File: src/logic/pdwc_consts.svh
// constants for the power-down and wake-up control block
`ifndef PDWC_CONSTS_SVH
`define PDWC_CONSTS_SVH

// register byte offsets
`define PDWC_CTRL_OFS     8'h00
`define PDWC_STAT_OFS     8'h04
`define PDWC_WCNT_OFS     8'h08

// control register fields
`define PDWC_SWEN_BIT     0
`define PDWC_PS_LSB       1
`define PDWC_PS_MSB       4

// reset values
`define PDWC_SWEN_RST     1'b0
`define PDWC_PS_RST       4'h4
`define PDWC_PDF_RST      1'b1
`define PDWC_TOF_RST      1'b1

// watchdog period: base prescale and largest legal select
`define PDWC_WDT_BASE     20'h00020
`define PDWC_PS_MAX       4'hB

// start-up delay: figure in oscillator periods, clock period in ns
`define PDWC_OST_TOSC     1024
`define PDWC_TOSC_NS      10
`define PDWC_CLK_NS       10
`define PDWC_OST_CYC \
  ((`PDWC_OST_TOSC * `PDWC_TOSC_NS + `PDWC_CLK_NS - 1) / `PDWC_CLK_NS)

// interrupt vector address
`define PDWC_VEC_ADDR     13'h0004

// bus responses
`define PDWC_RESP_OKAY    2'h0
`define PDWC_RESP_SLVERR  2'h2

`endif

File: src/logic/pdwc_pkg.sv
// types of the power-down and wake-up control block
package pdwc_pkg;

  // sequencer states
  typedef enum logic [1:0] {
    PDWC_RUN    = 2'b00,
    PDWC_HALT   = 2'b01,
    PDWC_OSTW   = 2'b10,
    PDWC_RESUME = 2'b11
  } pdwc_state_type;

  // requests from the processor core
  typedef struct packed {
    logic sleep;    // power-down instruction executes
    logic watchdog_clear_instruction;   // watchdog clear instruction executes
    logic global_irq_enable;      // global_irq_enable
    logic peripheral_irq_enable;     // peripheral_irq_enable
  } pdwc_core_req_type;

  // answers to the processor core
  typedef struct packed {
    logic        prefetch;   // fetch next address now
    logic        resume;     // continue execution
    logic        vector;     // branch after the next instruction
    logic [12:0] vec_addr;
  } pdwc_core_ack_type;

endpackage : pdwc_pkg

File: src/logic/pdwc_power_down_wakeup_control.sv
// power-down and wake-up sequencer with watchdog and register slave
//
// How it works
// - halt with watchdog on clears its count; it keeps counting.
// - halt clears power_down_flag and sets timeout_flag.
// - halt switches off the oscillator driver.
// - ports hold their drive state while halted.
// - watchdog reset never drives the external reset pin.
// - wake on pin reset, watchdog expiry or enabled interrupt.
// - pin wake resets the device; others resume execution.
// - power_down_flag set at power-up, cleared by a halt.
// - watchdog wake clears timeout_flag.
// - only the listed asynchronous sources may wake the device.
// - clocked peripherals cannot wake the halted device.
// - halt instruction triggers prefetch of the next address.
// - wake needs source enable, plus peripheral enable for peripheral sources; not global.
// - after interrupt wake, branch to 0004h if global enable set.
// - watchdog count is cleared on every wake.
// - pending enabled flag before halt makes the halt a nop.
// - flag set during or after halt completes it, then wakes.
// - crystal mode waits 1024 oscillator periods before running; only after watchdog or interrupt wake, not at power-up or pin wake.
// - watchdog held cleared while the start-up timer counts.
// - config enable forces watchdog on; else soft enable rules.
//
// Our own choices: the AXI4-Lite interface to the registers and the placing of the registers.
`timescale 1ns/1ns
`default_nettype none
`include "pdwc_consts.svh"

module pdwc_power_down_wakeup_control
  import pdwc_pkg::*;
#(
  parameter int NSRC       = 8,
  parameter int AW         = 8,
  parameter int OST_CYC    = `PDWC_OST_CYC,
  parameter logic [NSRC-1:0] WAKE_MASK = 8'h7F,
  parameter logic [NSRC-1:0] PERI_MASK = 8'h9F
) (
  // clock and reset
  input  wire logic              mclk_i,
  input  wire logic              rstn_i,
  // core side
  input  wire pdwc_core_req_type core_req_i,
  output var  pdwc_core_ack_type core_ack_o,
  // interrupt flags and enables
  input  wire logic [NSRC-1:0]   irq_flag_i,
  input  wire logic [NSRC-1:0]   irq_en_i,
  // configuration
  input  wire logic              watchdog_config_enable_i,
  input  wire logic              xtal_mode_i,
  // external reset pin, active low
  input  wire logic              external_reset_pin_n_i,
  // power and reset outputs
  output logic                   osc_drv_en_o,
  output logic                   port_hold_o,
  output logic                   halted_o,
  output logic                   device_reset_o,
  output logic                   wdt_reset_o,
  output logic                   power_down_flag_o,
  output logic                   timeout_flag_o,
  // axi4-lite write address
  input  wire logic [AW-1:0]     s_axi_awaddr,
  input  wire logic              s_axi_awvalid,
  output logic                   s_axi_awready,
  // axi4-lite write data
  input  wire logic [31:0]       s_axi_wdata,
  input  wire logic [3:0]        s_axi_wstrb,
  input  wire logic              s_axi_wvalid,
  output logic                   s_axi_wready,
  // axi4-lite write response
  output logic [1:0]             s_axi_bresp,
  output logic                   s_axi_bvalid,
  input  wire logic              s_axi_bready,
  // axi4-lite read address
  input  wire logic [AW-1:0]     s_axi_araddr,
  input  wire logic              s_axi_arvalid,
  output logic                   s_axi_arready,
  // axi4-lite read data
  output logic [31:0]            s_axi_rdata,
  output logic [1:0]             s_axi_rresp,
  output logic                   s_axi_rvalid,
  input  wire logic              s_axi_rready
);

  // elaboration checks
  if (NSRC < 1 || NSRC > 32) begin : g_chk_nsrc
    $error("NSRC must be 1 to 32");
  end
  if (AW < 4) begin : g_chk_aw
    $error("AW must be at least 4");
  end
  if (OST_CYC < 1 || OST_CYC > 2047) begin : g_chk_ost
    $error("OST_CYC must be 1 to 2047");
  end

  // whole state of the block
  typedef struct packed {
    logic              pin_s1;
    logic              pin_s2;
    pdwc_state_type    st;
    logic              pdf;
    logic              tof;
    logic              swen;
    logic [3:0]        ps;
    logic [19:0]       wcnt;
    logic [10:0]       oscillator_startup_timer;
    logic              osc_en;
    logic              hold;
    logic              dev_rst;
    logic              wdt_rst;
    pdwc_core_ack_type ack;
    logic              awrdy;
    logic              aw_h;
    logic [AW-1:0]     aw_addr;
    logic              wrdy;
    logic              w_h;
    logic [31:0]       w_data;
    logic [3:0]        w_strb;
    logic              bvalid;
    logic [1:0]        bresp;
    logic              arrdy;
    logic              rvalid;
    logic [1:0]        rresp;
    logic [31:0]       rdata;
  } pdwc_regs_type;

  pdwc_regs_type s_r;
  pdwc_regs_type s_nxt;

  // reset release synchroniser
  logic rst_s1_r;
  logic rst_n_r;

  // combinational helpers
  logic [NSRC-1:0] wake_terms;
  logic            wake_req;
  logic            wdt_on;
  logic [3:0]      ps_eff;
  logic [19:0]     wdt_limit;
  logic            wdt_exp;
  logic            pin_low;

  // reset is asserted at once, released after two edges
  always_ff @(posedge mclk_i or negedge rstn_i) begin
    if (!rstn_i) begin
      rst_s1_r <= 1'b0;
      rst_n_r  <= 1'b0;
    end else begin
      rst_s1_r <= 1'b1;
      rst_n_r  <= rst_s1_r;
    end
  end

  // flag AND enable per source, ORed
  // wake mask keeps the asynchronous sources only
  // clocked sources drop out by the same mask
  // peripheral enable gates peripheral sources; gie does not
  assign wake_terms = irq_flag_i & irq_en_i & WAKE_MASK
                    & (~PERI_MASK | {NSRC{core_req_i.peripheral_irq_enable}});
  assign wake_req   = |wake_terms;

  // config enable overrides the soft enable
  assign wdt_on    = watchdog_config_enable_i | s_r.swen;
  // reserved period codes fall back to the longest period
  assign ps_eff    = (s_r.ps > `PDWC_PS_MAX) ? `PDWC_PS_MAX : s_r.ps;
  assign wdt_limit = `PDWC_WDT_BASE << ps_eff;
  // no expiry while the start-up timer owns the counter
  assign wdt_exp   = wdt_on && (s_r.st != PDWC_OSTW)
                  && (s_r.wcnt == wdt_limit - 20'h00001);
  // only the second synchroniser stage is looked at
  assign pin_low   = !s_r.pin_s2;

  // next state
  always_comb begin
    s_nxt = s_r;
    // one-cycle pulses fall back each cycle
    s_nxt.ack.prefetch = 1'b0;
    s_nxt.ack.resume   = 1'b0;
    s_nxt.wdt_rst      = 1'b0;
    s_nxt.dev_rst      = 1'b0;
    s_nxt.pin_s1       = external_reset_pin_n_i;
    s_nxt.pin_s2       = s_r.pin_s1;

    // watchdog counts in every state but start-up
    if (wdt_on && s_r.st != PDWC_OSTW) begin
      s_nxt.wcnt = s_r.wcnt + 20'h00001;
    end else if (!wdt_on) begin
      s_nxt.wcnt = 20'h00000;
    end

    unique case (s_r.st)
      PDWC_RUN: begin
        // clear instruction restarts the count, flags go high
        if (core_req_i.watchdog_clear_instruction) begin
          s_nxt.wcnt = 20'h00000;
          s_nxt.pdf  = 1'b1;
          s_nxt.tof  = 1'b1;
        end
        if (core_req_i.sleep) begin
          // next address is fetched during the halt
          s_nxt.ack.prefetch = 1'b1;
          // a pending enabled flag turns the halt into a nop
          if (!wake_req) begin
            s_nxt.wcnt   = 20'h00000;
            s_nxt.pdf    = 1'b0;
            s_nxt.tof    = 1'b1;
            s_nxt.osc_en = 1'b0;
            s_nxt.hold   = 1'b1;
            s_nxt.st     = PDWC_HALT;
          end
        end else if (wdt_exp && !core_req_i.watchdog_clear_instruction) begin
          // a clear in the same cycle wins over the expiry
          // internal reset only, pin is never driven
          s_nxt.wdt_rst = 1'b1;
          s_nxt.wcnt    = 20'h00000;
          s_nxt.tof     = 1'b0;
        end
      end
      PDWC_HALT: begin
        // a flag raised after the halt wakes at once
        if (wdt_exp || wake_req) begin
          if (wdt_exp) begin
            s_nxt.tof = 1'b0;
          end
          s_nxt.wcnt   = 20'h00000;
          s_nxt.osc_en = 1'b1;
          s_nxt.oscillator_startup_timer    = 11'h000;
          // only crystal modes wait for the oscillator
          s_nxt.st     = xtal_mode_i ? PDWC_OSTW : PDWC_RESUME;
        end
      end
      PDWC_OSTW: begin
        // watchdog held in reset while the delay runs
        s_nxt.wcnt = 20'h00000;
        s_nxt.oscillator_startup_timer  = s_r.oscillator_startup_timer + 11'h001;
        // start-up delay in whole clock cycles
        if (s_r.oscillator_startup_timer == 11'(OST_CYC - 1)) begin
          s_nxt.st = PDWC_RESUME;
        end
      end
      PDWC_RESUME: begin
        s_nxt.hold       = 1'b0;
        s_nxt.ack.resume = 1'b1;
        // vector taken only with global enable set
        s_nxt.ack.vector = core_req_i.global_irq_enable;
        s_nxt.wcnt       = 20'h00000;
        s_nxt.st         = PDWC_RUN;
      end
    endcase

    // pin reset wins over everything, full device reset
    // pin assertion also ends the halt
    if (pin_low) begin
      s_nxt.dev_rst      = 1'b1;
      s_nxt.st           = PDWC_RUN;
      s_nxt.osc_en       = 1'b1;
      s_nxt.hold         = 1'b0;
      s_nxt.wcnt         = 20'h00000;
      s_nxt.ack.prefetch = 1'b0;
      s_nxt.ack.resume   = 1'b0;
      s_nxt.ack.vector   = 1'b0;
      s_nxt.wdt_rst      = 1'b0;
      s_nxt.swen         = `PDWC_SWEN_RST;
      s_nxt.ps           = `PDWC_PS_RST;
    end

    // write channel: address and data taken in either order
    if (s_r.awrdy && s_axi_awvalid) begin
      s_nxt.awrdy   = 1'b0;
      s_nxt.aw_h    = 1'b1;
      s_nxt.aw_addr = s_axi_awaddr;
    end
    if (s_r.wrdy && s_axi_wvalid) begin
      s_nxt.wrdy   = 1'b0;
      s_nxt.w_h    = 1'b1;
      s_nxt.w_data = s_axi_wdata;
      s_nxt.w_strb = s_axi_wstrb;
    end
    // perform the write once both halves are held
    if (s_r.aw_h && s_r.w_h && !s_r.bvalid) begin
      s_nxt.aw_h   = 1'b0;
      s_nxt.w_h    = 1'b0;
      s_nxt.bvalid = 1'b1;
      s_nxt.bresp  = `PDWC_RESP_OKAY;
      if (s_r.aw_addr == AW'(`PDWC_CTRL_OFS)) begin
        // pin reset in the same cycle keeps priority
        if (s_r.w_strb[0] && !pin_low) begin
          s_nxt.swen = s_r.w_data[`PDWC_SWEN_BIT];
          s_nxt.ps   = s_r.w_data[`PDWC_PS_MSB:`PDWC_PS_LSB];
        end
      end else if (s_r.aw_addr != AW'(`PDWC_STAT_OFS)
                && s_r.aw_addr != AW'(`PDWC_WCNT_OFS)) begin
        s_nxt.bresp = `PDWC_RESP_SLVERR;
      end
    end
    // response taken, reopen both channels
    if (s_r.bvalid && s_axi_bready) begin
      s_nxt.bvalid = 1'b0;
      s_nxt.awrdy  = 1'b1;
      s_nxt.wrdy   = 1'b1;
    end

    // read channel: one read under way at a time
    if (s_r.arrdy && s_axi_arvalid) begin
      s_nxt.arrdy  = 1'b0;
      s_nxt.rvalid = 1'b1;
      s_nxt.rresp  = `PDWC_RESP_OKAY;
      s_nxt.rdata  = 32'h00000000;
      if (s_axi_araddr == AW'(`PDWC_CTRL_OFS)) begin
        s_nxt.rdata[`PDWC_SWEN_BIT]             = s_r.swen;
        s_nxt.rdata[`PDWC_PS_MSB:`PDWC_PS_LSB] = s_r.ps;
      end else if (s_axi_araddr == AW'(`PDWC_STAT_OFS)) begin
        s_nxt.rdata[0]   = s_r.pdf;
        s_nxt.rdata[1]   = s_r.tof;
        s_nxt.rdata[3:2] = s_r.st;
        s_nxt.rdata[4]   = wdt_on;
        s_nxt.rdata[5]   = wake_req;
      end else if (s_axi_araddr == AW'(`PDWC_WCNT_OFS)) begin
        s_nxt.rdata[19:0] = s_r.wcnt;
      end else begin
        s_nxt.rresp = `PDWC_RESP_SLVERR;
      end
    end
    if (s_r.rvalid && s_axi_rready) begin
      s_nxt.rvalid = 1'b0;
      s_nxt.arrdy  = 1'b1;
    end
  end

  // state register; power-up values, flags high after power-up
  always_ff @(posedge mclk_i or negedge rst_n_r) begin
    if (!rst_n_r) begin
      s_r              <= '0;
      s_r.st           <= PDWC_RUN;
      s_r.pin_s1       <= 1'b1;
      s_r.pin_s2       <= 1'b1;
      s_r.pdf          <= `PDWC_PDF_RST;
      s_r.tof          <= `PDWC_TOF_RST;
      s_r.swen         <= `PDWC_SWEN_RST;
      s_r.ps           <= `PDWC_PS_RST;
      s_r.osc_en       <= 1'b1;
      s_r.ack.vec_addr <= `PDWC_VEC_ADDR;
      s_r.awrdy        <= 1'b1;
      s_r.wrdy         <= 1'b1;
      s_r.arrdy        <= 1'b1;
    end else begin
      s_r <= s_nxt;
    end
  end

  // outputs straight from the state register
  assign core_ack_o        = s_r.ack;
  assign osc_drv_en_o      = s_r.osc_en;
  assign port_hold_o       = s_r.hold;
  assign halted_o          = s_r.hold;
  assign device_reset_o    = s_r.dev_rst;
  assign wdt_reset_o       = s_r.wdt_rst;
  assign power_down_flag_o = s_r.pdf;
  assign timeout_flag_o    = s_r.tof;
  assign s_axi_awready     = s_r.awrdy;
  assign s_axi_wready      = s_r.wrdy;
  assign s_axi_bresp       = s_r.bresp;
  assign s_axi_bvalid      = s_r.bvalid;
  assign s_axi_arready     = s_r.arrdy;
  assign s_axi_rdata       = s_r.rdata;
  assign s_axi_rresp       = s_r.rresp;
  assign s_axi_rvalid      = s_r.rvalid;

endmodule : pdwc_power_down_wakeup_control
`default_nettype wire

File: config.mk
export PLATFORM = sky130hd
export DESIGN_NAME = pdwc_power_down_wakeup_control
export DESIGN_NICKNAME = d
export VERILOG_FILES = /design/src/logic/pdwc_pkg.sv /design/src/logic/pdwc_power_down_wakeup_control.sv
export VERILOG_INCLUDE_DIRS = /design/src /design/src/logic
export SDC_FILE = /design/constraint.sdc
export NUM_CORES = 1
export LEC_CHECK = 0
export BUFFER_PORTS_ARGS = -buffer_cell sky130_fd_sc_hd__buf_4
export CAP_MARGIN = 20
export CORE_MARGIN = 4
export CORE_UTILIZATION = 50
export DETAILED_ROUTE_END_ITERATION = 8
export PLACE_DENSITY = 0.78
export SYNTH_ARGS = -nofsm -noshare
export SYNTH_HDL_FRONTEND = slang
export SYNTH_SLANG_ARGS = --single-unit
File: constraint.sdc
create_clock -name mclk_i -period 4.9 [get_ports mclk_i]
set_input_delay 0.98 -clock mclk_i [delete_from_list [all_inputs] [get_ports mclk_i]]
set_output_delay 0.98 -clock mclk_i [all_outputs]
set_load 0.03 [all_outputs]
## Word level (Yosys, flattened, before mapping)

Index checks and enable logic that the tools add are counted.

- Add/sub/neg operators: 3
- $lt $le $gt $ge: 1
- Equality and inequality tests: 19
- Shifts and indexed selects: 1
- Muxes and demuxes: 57
- Bitwise operators: 3
- Reduce and logical (&&, ||, !) cells: 33

Operators by type and width:

| kind | number |
|---|---|
| $mux 20 | 7 |
| $pmux 20 s3 | 1 |
| $mux 38 | 1 |
| $mux 36 | 1 |
| $mux 32 | 1 |
| $mux 2 | 14 |
| $mux 25 | 1 |
| $pmux 11 s2 | 1 |
| $add 20x1->20 const B | 1 |
| $eq 20x20->1 | 1 |
| $mux 5 | 4 |
| $shl 6x4->20 const A | 1 |
| $sub 20x1->20 const B | 1 |
| $logic_not 8->1 | 2 |
| $reduce_bool 2->1 | 8 |
| $mux 15 | 1 |
| $mux 14 | 1 |
| $mux 1 | 13 |
| $logic_and 1x1->1 | 12 |
| $ne 3x3->1 const B | 4 |
| $add 11x1->11 const B | 1 |
| $eq 11x10->1 const B | 1 |
| $mux 10 | 1 |
| $and 7x8->8 | 1 |
| 26 further kinds | 37 |

- Bits in registers: 126
- Bits of input ports: 82
- Output and inout port bits: 64
- Word-level logic and storage cells: 148

## Logic depth before layout (Yosys ltp)

Gate-level depths: netlist (run 1).

- Depth in word-level cells: 14
- Gate-level depth with buffers: 14
- Gate-level depth less buffers: 10

## Worst setup path before layout (run 1)

OpenSTA, ideal clock, no wires.

- Path kind: reg2reg
- From: register s_r[141] (netlist bit)
- To: register s_r[132] (netlist bit)
- Library setup time: 0.130 ns
- Arrival time: 2.956 ns
- Data required time: 4.770 ns
- Setup slack: 1.814 ns
- Cell stages (with the launch flop): 15
- Path buffers: 4
- Clock period less this slack: 3.086 ns
- Path through: dfrtp_1 > buf_2 > buf_2 > nor2_1 > nand3_1 > ha_1 > clkbuf_1 > nor4bb_1 > o211ai_1 > o211ai_1 > o21ai_0 > or4b_1 > o21ai_1 > buf_2 > a22oi_1

RTL lines:

| what | RTL line | text |
|---|---|---|
| start: declaration | pdwc_power_down_wakeup_control.sv:127 | `pdwc_regs_type s_r;` |
| start signal: assignment | pdwc_power_down_wakeup_control.sv:347 | `s_r <= s_nxt;` |

==> results of run 1 <==
[logic make-up after synthesis]
group,count (synthesis),share of synthesized area (%)
AOI/OAI and AO/OA,126,16.2
xor gates and xnor gates,14,2.32
adders and majority gates,7,1.65
buffers and inverters,115,12.5
DFF,94,44.7
muxes,34,6.95
other,2,0.142
and+or+nand+nor,158,15.6
[power by group through the flow]
stage               registers [mW]  logic [mW]  clock network, mW
finish                       0.999       0.558              0.491
detailed placement            1.01       0.557                  0
CTS                          0.998       0.559              0.505
global route                  1.01       0.607              0.539
floorplan                     1.03       0.414                  0
global placement              1.00       0.537                  0
[routing by layer]
layer,global-route usage [%],wire length (um)
met5,0,0
met4,5.34,131
met3,4.48,799
met2,29.8,5600
met1,23.9,4940
[path summary, 6_finish.rpt]
check | end | slack (ns)
min in group mclk_i | s_r[147] | 0.36
max in group asynchronous | s_axi_rdata[1] | 3.54
max reg2reg | s_r[132] | 0.98
min reg2reg | core_ack_o[15] | 0.33
min | core_ack_o[15] | 0.33
max | s_r[132] | 0.98
[cells in the mapped netlist, types with 2 or more instances]
cell type and count:
sky130_fd_sc_hd__dfrtp_1 85, sky130_fd_sc_hd__buf_4 53, sky130_fd_sc_hd__nand2_1 45, sky130_fd_sc_hd__inv_1 28, sky130_fd_sc_hd__a21oi_1 27, sky130_fd_sc_hd__nor2_1 25, sky130_fd_sc_hd__o21ai_0 25, sky130_fd_sc_hd__nand3_1 23
sky130_fd_sc_hd__mux2_2 22, sky130_fd_sc_hd__clkbuf_1 19, sky130_fd_sc_hd__a22o_1 15, sky130_fd_sc_hd__a211oi_1 13, sky130_fd_sc_hd__buf_2 13, sky130_fd_sc_hd__mux2i_1 12, sky130_fd_sc_hd__xor2_1 10, sky130_fd_sc_hd__a31oi_1 9
sky130_fd_sc_hd__dfstp_2 9, sky130_fd_sc_hd__nand4_1 9, sky130_fd_sc_hd__nor3_1 9, sky130_fd_sc_hd__nor4_1 9, sky130_fd_sc_hd__ha_1 7, sky130_fd_sc_hd__o21ai_1 7, sky130_fd_sc_hd__and3_1 5, sky130_fd_sc_hd__and4_1 5
sky130_fd_sc_hd__nor3b_1 5, sky130_fd_sc_hd__and2_1 4, sky130_fd_sc_hd__nor2b_1 4, sky130_fd_sc_hd__o211ai_1 4, sky130_fd_sc_hd__xnor2_1 4, sky130_fd_sc_hd__a22oi_1 3, sky130_fd_sc_hd__or3_1 3, sky130_fd_sc_hd__or4b_1 3
sky130_fd_sc_hd__a21boi_0 2, sky130_fd_sc_hd__a21o_1 2, sky130_fd_sc_hd__buf_6 2, sky130_fd_sc_hd__conb_1 2, sky130_fd_sc_hd__o21bai_1 2, sky130_fd_sc_hd__o221ai_2 2, sky130_fd_sc_hd__o311ai_0 2
[registers in the layout, summed over array words and instances (netlist names)]
| name | flops |
|---|---|
| core_ack_o | 3 |
| device_reset_o | 1 |
| s_axi_bvalid | 1 |
| halted_o | 1 |
| s_axi_arready | 1 |
| timeout_flag_o | 1 |
| s_axi_awready | 1 |
| power_down_flag_o | 1 |
| wdt_reset_o | 1 |
| osc_drv_en_o | 1 |
| rst_s1_r | 1 |
| s_axi_rdata | 20 |
| s_axi_rresp | 1 |
| s_nxt | 1 |
| s_axi_rvalid | 1 |
| s_r | 55 |
| s_axi_bresp | 1 |
| rst_n_r | 1 |
| s_axi_wready | 1 |
[stage by stage]
step | cells | total power [mW] | hold WS [ns] | worst slack, ns
after floorplan | 576 | 1.44 | 0.331 | 1.81
after global placement | 715 | 1.54 | 0.341 | 1.12
after detailed placement | 715 | 1.57 | 0.338 | 1.00
after CTS | 731 | 2.06 | 0.358 | 1.00
after global routing | 731 | 2.16 | 0.352 | 0.691
final | 731 | 2.05 | 0.332 | 0.978
[cell type report]
class | instances | area share [%]
sequential | 94 | 40.3
multi-input combinational | 367 | 40.3
timing repair buffer | 90 | 11.5
tap | 136 | 2.90
clock buffer | 9 | 2.11
inverter | 28 | 1.79
clock inverter | 7 | 1.09
==> impl_metrics.prom, run 1 <==
# TYPE chip_impl_metric gauge
chip_impl_metric{name="grt_antenna_before_repair",unit=""} 0
chip_impl_metric{name="yosys_register_bits",unit=""} 94
chip_impl_info{name="worstSetupStartpointType",value="register"} 1
chip_impl_metric{name="netSwitchingFraction",unit="%"} 35.4
chip_impl_metric{name="yosysTopAreaCellShare",unit="%"} 40.2
chip_impl_metric{name="synth_edf_count",unit=""} 0
chip_impl_metric{name="final-setup-viol-count",unit=""} 0
chip_impl_metric{name="cp_max_fo",unit=""} 23
chip_impl_metric{name="r2r_cells",unit=""} 10
chip_impl_metric{name="shortest_period_the_worst_path_allows",unit="ns"} 3.92
chip_impl_metric{name="ys_seq_area_share",unit="%"} 44.7
chip_impl_metric{name="p_sw",unit="uW"} 724
chip_impl_metric{name="max_transition_viols_final",unit=""} 0
chip_impl_metric{name="maxCapViolCount",unit=""} 0
chip_impl_metric{name="slew_headroom",unit="%"} 26.7
chip_impl_metric{name="drive_above_1_share",unit="%"} 24.5
chip_impl_metric{name="power.density_cell_area",unit="mW/mm2"} 349
chip_impl_metric{name="cp.buffers_inverters",unit=""} 0
chip_impl_metric{name="ctsHoldBuffers",unit=""} 0
chip_impl_info{name="cp-end-kind",value="register"} 1
chip_impl_metric{name="synth_cells",unit=""} 550
chip_impl_metric{name="detail_route.vias_per_cell",unit=""} 5.57
chip_impl_info{name="timing.critical_path.cells",value="nor2_1 -> nand3_1 -> ha_1 -> nor2b_1 -> or4_1 -> a21oi_1 -> o21bai_1 -> a2111o_2 -> nand4b_1 -> a22oi_1"} 1
chip_impl_metric{name="cpPeakStageDelay",unit="ns"} 0.81
chip_impl_metric{name="place_area",unit="mm2"} 0.00568
chip_impl_info{name="synthDominantAreaCellType",value="sky130_fd_sc_hd__dfrtp_1"} 1
chip_impl_metric{name="setup_buffers_after_cts",unit=""} 0
chip_impl_metric{name="cts_made_buffers",unit=""} 9
chip_impl_info{name="worstSetupPathType",value="register to register"} 1
chip_impl_info{name="tritoncts",value="done"} 1
chip_impl_metric{name="num-fill-cells",unit=""} 864
chip_impl_info{name="synth_flop_cell",value="sky130_fd_sc_hd__dfrtp_1"} 1
chip_impl_metric{name="antenna_cells",unit=""} 0
chip_impl_metric{name="number_of_global_route_vias_before_repair",unit=""} 3881
chip_impl_metric{name="share_comb_of_total_power",unit="%"} 27.3
chip_impl_metric{name="route.detailed.wl_per_inst",unit="um"} 15.7
chip_impl_metric{name="layout_nets",unit=""} 679
chip_impl_metric{name="post_cts.resized_instances",unit=""} 0
chip_impl_metric{name="worst_setup_hold_path_clk_slew",unit="ns"} 0.10
chip_impl_metric{name="timing_worst_slew_pin_value",unit="ns"} 1.10
chip_impl_metric{name="sequential_cell_area",unit="mm2"} 0.00237
chip_impl_metric{name="finalSetupTns",unit="ns"} 0
chip_impl_metric{name="fp.dieArea",unit="mm2"} 0.0123
chip_impl_metric{name="static-leakage-power",unit="nW"} 2.59
chip_impl_metric{name="boundaryPins",unit=""} 146
chip_impl_info{name="ys_top_cells_by_area",value="sky130_fd_sc_hd__dfrtp_1, sky130_fd_sc_hd__buf_4, sky130_fd_sc_hd__mux2_2"} 1
chip_impl_info{name="critical_path.top_delay_family",value="simple AND/OR/NAND/NOR gates"} 1
chip_impl_metric{name="design_area",unit="mm2"} 0.00587
chip_impl_metric{name="netlist-cell-type-count",unit=""} 61
chip_impl_metric{name="groute.usage.overall",unit="%"} 18.1
chip_impl_metric{name="place_congestion",unit=""} 0.845
chip_impl_metric{name="area_growth_syn_to_layout",unit="%"} 10.9
chip_impl_metric{name="detailedPlacementHpwl",unit="um"} 8340
chip_impl_metric{name="finalCritPeriodShare",unit="%"} 80.0
chip_impl_metric{name="clock_skew",unit="ns"} 0.0115
chip_impl_metric{name="yosys_warnings",unit=""} 0
chip_impl_metric{name="synth.avg_cell_area",unit="um2"} 9.62
chip_impl_metric{name="global_route_wire_length_before_repair",unit="um"} 18700
chip_impl_metric{name="finalHoldViolations",unit=""} 0
chip_impl_metric{name="starting_utilization_of_the_core_area",unit="%"} 51.3
chip_impl_metric{name="std_cell_rows",unit=""} 37
chip_impl_info{name="clock_tree.root_cell",value="sky130_fd_sc_hd__clkbuf_8"} 1
chip_impl_metric{name="grt_start_max_net_pins",unit=""} 50
chip_impl_metric{name="vertical_die_dimension",unit="um"} 111
chip_impl_info{name="hold_class",value="register to async pin"} 1
chip_impl_metric{name="share_of_total_power_in_the_clock_network",unit="%"} 24.0
chip_impl_metric{name="synthArstFlopShare",unit="%"} 100
chip_impl_info{name="most_frequent_standard_cell_in_the_layout_excluding_fill_and_tap_cells",value="sky130_fd_sc_hd__buf_4"} 1
chip_impl_info{name="critical_path.startpoint",value="s_r[141]"} 1
chip_impl_metric{name="dr.pass1.iters",unit=""} 6
chip_impl_metric{name="clk_latency",unit="ns"} 0.37
chip_impl_metric{name="cp.arrival",unit="ns"} 4.13
chip_impl_metric{name="wp_data_required",unit="ns"} 5.11
chip_impl_metric{name="route.detailed.drc",unit=""} 0
chip_impl_metric{name="vdd.ir_drop.worst",unit="V"} 0.000312
chip_impl_metric{name="seqPwrFrac",unit="%"} 48.8
chip_impl_metric{name="chipWidth",unit="um"} 111
chip_impl_metric{name="htree_num_levels",unit=""} 3
chip_impl_info{name="rsz0062_at_grt",value="no"} 1
chip_impl_metric{name="synth_area",unit="mm2"} 0.00529
chip_impl_metric{name="clock_sinks",unit=""} 94
chip_impl_metric{name="stages_on_the_worst_setup_path",unit=""} 10
chip_impl_metric{name="cts-root-to-sink-buffers",unit=""} 2
chip_impl_metric{name="first_iter_violations",unit=""} 250
chip_impl_metric{name="max_freq",unit="GHz"} 0.255
chip_impl_metric{name="overflow",unit=""} 0
chip_impl_metric{name="finalWirelength",unit="um"} 11500
chip_impl_info{name="cpMaxStageDelayCell",value="sky130_fd_sc_hd__dfrtp_1"} 1
chip_impl_info{name="run_status",value="completed"} 1
chip_impl_metric{name="multi_input_combinational_cell_area",unit="mm2"} 0.00236
chip_impl_info{name="worstReg2RegStart",value="s_r[141]"} 1
chip_impl_info{name="leading_cell_types_in_the_layout_fill_and_taps_excluded",value="sky130_fd_sc_hd__buf_4, sky130_fd_sc_hd__dfrtp_1, sky130_fd_sc_hd__nand2_1, sky130_fd_sc_hd__inv_1, sky130_fd_sc_hd__conb_1"} 1
chip_impl_metric{name="buffer_ports.inserted",unit=""} 86
chip_impl_metric{name="vias",unit=""} 4069
chip_impl_metric{name="floorplan.core_area",unit="mm2"} 0.0103
chip_impl_metric{name="end_of_flow_core_utilization",unit="%"} 56.9
chip_impl_metric{name="p_int",unit="mW"} 1.32
chip_impl_metric{name="final_antenna_net_count",unit=""} 0
Note: power is estimated with default switching activity, not from simulation.
==> run 2: changes to the inputs <==
==> constraint.sdc (replaced) <==
create_clock -name mclk_i -period 3.8 [get_ports mclk_i]
set_input_delay 0.76 -clock mclk_i [delete_from_list [all_inputs] [get_ports mclk_i]]
set_output_delay 0.76 -clock mclk_i [all_outputs]
set_load 0.03 [all_outputs]
==> impl_metrics.prom, run 2 (synthesis gave the netlist of run 1 again) <==
# TYPE chip_impl_metric gauge
chip_impl_metric{name="ctsHoldBuffers",unit=""} 0
chip_impl_metric{name="drive_above_1_share",unit="%"} 25.0
chip_impl_metric{name="std_cell_rows",unit=""} 37
chip_impl_metric{name="grt_antenna_before_repair",unit=""} 0
chip_impl_metric{name="vdd.ir_drop.worst",unit="V"} 0.000358
chip_impl_metric{name="design_power",unit="mW"} 2.70
chip_impl_metric{name="detailedPlacementHpwl",unit="um"} 8510
chip_impl_info{name="leading_cell_types_in_the_layout_fill_and_taps_excluded",value="sky130_fd_sc_hd__buf_4, sky130_fd_sc_hd__dfrtp_1, sky130_fd_sc_hd__nand2_1, sky130_fd_sc_hd__inv_1, sky130_fd_sc_hd__conb_1"} 1
chip_impl_info{name="critical_path.top_delay_family",value="simple AND/OR/NAND/NOR gates"} 1
chip_impl_info{name="worst_path_most_repeated_cell",value="sky130_fd_sc_hd__nor2_1"} 1
chip_impl_metric{name="antenna_cells",unit=""} 0
chip_impl_info{name="timing.critical_path.cells",value="nor2_1 -> nand3_1 -> ha_1 -> nor2b_1 -> or4_1 -> a21oi_1 -> nor2_1 -> or4b_1 -> o21ai_1 -> buf_4 -> a211oi_1"} 1
chip_impl_metric{name="setup_buffers_after_cts",unit=""} 0
chip_impl_metric{name="grt.met2_usage",unit="%"} 30.7
chip_impl_metric{name="chipWidth",unit="um"} 111
chip_impl_metric{name="end_of_flow_core_utilization",unit="%"} 57.4
chip_impl_metric{name="cp.arrival",unit="ns"} 3.64
chip_impl_metric{name="global_route_wire_length_before_repair",unit="um"} 19500
chip_impl_metric{name="final-setup-viol-count",unit=""} 0
chip_impl_metric{name="starting_utilization_of_the_core_area",unit="%"} 51.3
chip_impl_info{name="clock_tree.root_cell",value="sky130_fd_sc_hd__clkbuf_8"} 1
chip_impl_info{name="cp-end-kind",value="register"} 1
chip_impl_metric{name="power.density_cell_area",unit="mW/mm2"} 456
chip_impl_metric{name="clock_sinks",unit=""} 94
chip_impl_info{name="grt_busiest_layer",value="met2"} 1
chip_impl_metric{name="shortest_period_the_worst_path_allows",unit="ns"} 3.41
chip_impl_metric{name="wp_data_required",unit="ns"} 4.03
chip_impl_metric{name="globalRouteMet3Util",unit="%"} 4.69
chip_impl_metric{name="first_iter_violations",unit=""} 223
chip_impl_info{name="registers.top_by_ff_count",value="s_r"} 1
chip_impl_metric{name="htree_num_levels",unit=""} 3
chip_impl_metric{name="layoutNonFillerInstCount",unit=""} 736
chip_impl_metric{name="route.detailed.wl_per_inst",unit="um"} 16.0
chip_impl_info{name="most_frequent_standard_cell_in_the_layout_excluding_fill_and_tap_cells",value="sky130_fd_sc_hd__buf_4"} 1
chip_impl_metric{name="floorplan.core_area",unit="mm2"} 0.0103
chip_impl_info{name="rsz0062_at_grt",value="no"} 1
chip_impl_info{name="run_status",value="completed"} 1
chip_impl_metric{name="boundaryPins",unit=""} 146
chip_impl_metric{name="cts_made_buffers",unit=""} 9
chip_impl_metric{name="final_antenna_net_count",unit=""} 0
chip_impl_metric{name="vertical_die_dimension",unit="um"} 111
chip_impl_info{name="cpMaxStageDelayCell",value="sky130_fd_sc_hd__dfstp_2"} 1
chip_impl_metric{name="route.detailed.drc",unit=""} 0
chip_impl_metric{name="place_area",unit="mm2"} 0.00572
chip_impl_metric{name="slew_headroom",unit="%"} 44.3
chip_impl_metric{name="groute.usage.overall",unit="%"} 19.0
chip_impl_metric{name="cpPeakStageDelay",unit="ns"} 0.74
chip_impl_metric{name="finalHoldViolations",unit=""} 0
chip_impl_info{name="worstSetupPathType",value="register to register"} 1
chip_impl_metric{name="area_growth_syn_to_layout",unit="%"} 11.9
chip_impl_metric{name="design_area",unit="mm2"} 0.00592
chip_impl_info{name="tritoncts",value="done"} 1
chip_impl_info{name="hold_class",value="input pin to async pin"} 1
chip_impl_metric{name="flip_flop_count_of_the_largest_register_all_copies_and_words_added",unit=""} 55
chip_impl_metric{name="ff2ff_setup_slack",unit="ns"} 0.39
chip_impl_metric{name="grt_start_max_net_pins",unit=""} 65
chip_impl_metric{name="finalCritPeriodShare",unit="%"} 89.7
chip_impl_metric{name="finalSetupTns",unit="ns"} 0
chip_impl_metric{name="clock_skew",unit="ns"} 0.00807
chip_impl_metric{name="buffer_ports.inserted",unit=""} 86
chip_impl_metric{name="layout_nets",unit=""} 684
chip_impl_metric{name="timing_worst_slew_pin_value",unit="ns"} 0.835
chip_impl_metric{name="dr.pass1.iters",unit=""} 5
chip_impl_metric{name="maxCapViolCount",unit=""} 0
chip_impl_metric{name="static-leakage-power",unit="nW"} 2.63
chip_impl_metric{name="clk_latency",unit="ns"} 0.36
chip_impl_metric{name="dp.cells",unit=""} 720
chip_impl_metric{name="cp.buffers_inverters",unit=""} 1
chip_impl_metric{name="global_route_met1_utilization",unit="%"} 25.6
chip_impl_metric{name="place_congestion",unit=""} 0.830
chip_impl_metric{name="max_freq",unit="GHz"} 0.294
chip_impl_metric{name="overflow",unit=""} 0
chip_impl_info{name="worstSetupStartpointType",value="register"} 1
chip_impl_metric{name="vias",unit=""} 4164
chip_impl_metric{name="cts-root-to-sink-buffers",unit=""} 2
chip_impl_metric{name="detail_route.vias_per_cell",unit=""} 5.66
chip_impl_metric{name="fp.dieArea",unit="mm2"} 0.0123
chip_impl_metric{name="worst_setup_hold_path_clk_slew",unit="ns"} 0.09
chip_impl_metric{name="number_of_global_route_vias_before_repair",unit=""} 3958
chip_impl_metric{name="post_cts.resized_instances",unit=""} 0
chip_impl_metric{name="max_transition_viols_final",unit=""} 0
chip_impl_metric{name="finalWirelength",unit="um"} 11800
chip_impl_metric{name="cp_max_fo",unit=""} 20
-- run 2: cell types whose count changed in the layout (fill, tap and decap cells not counted) --
cell,before,now
sky130_fd_sc_hd__clkbuf_8,9,10
sky130_fd_sc_hd__bufinv_16,0,1
sky130_fd_sc_hd__clkbuf_1,0,1
sky130_fd_sc_hd__clkinv_2,0,1
sky130_fd_sc_hd__buf_4,90,95
sky130_fd_sc_hd__inv_6,1,0
sky130_fd_sc_hd__inv_8,2,0
sky130_fd_sc_hd__clkinvlp_4,2,1
-- run 2: power breakdown --
part           internal [mW]  switching [mW]
registers               1.16           0.129
logic                  0.296           0.429
clock network          0.324           0.360
total                   1.78           0.917
-- run 2: metal layers --
metal	vias to the layer above	wire [um]
met1	2047	5160
met3	16	799
met2	133	5690
met4	0	137
li1	1968	-
met5	-	0
-- run 2: path summary, 6_finish.rpt --
check,from,to,depth (start not counted)
worst max register to register,s_r[140],s_r[119],11
worst min-delay path,rstn_i,rst_n_r,1
worst min register to register,rst_s1_r,rst_n_r,0
min in group mclk_i,rst_s1_r,rst_n_r,0
max in group asynchronous,rst_n_r,s_axi_arready,1
worst max-delay path,s_r[140],s_r[119],11
-- run 2: final cells by class --
cell class,count,area [um2]
Clock buffer,11,141
Clock inverter,5,60.1
Fill cell,918,4400
Inverter,28,105
Multi-Input combinational cell,367,2360
Sequential cell,94,2370
Tap cell,136,170
Timing Repair Buffer,95,713
-- run 2: per-stage QoR --
stage	hold WS (ns)	worst slack (ns)
2_1_floorplan	0.331	0.714
3_3_place_gp	0.341	0.582
3_5_place_dp	0.337	0.486
4_1_cts	0.144	0.444
5_1_grt	0.133	0.233
6_report	0.162	0.393
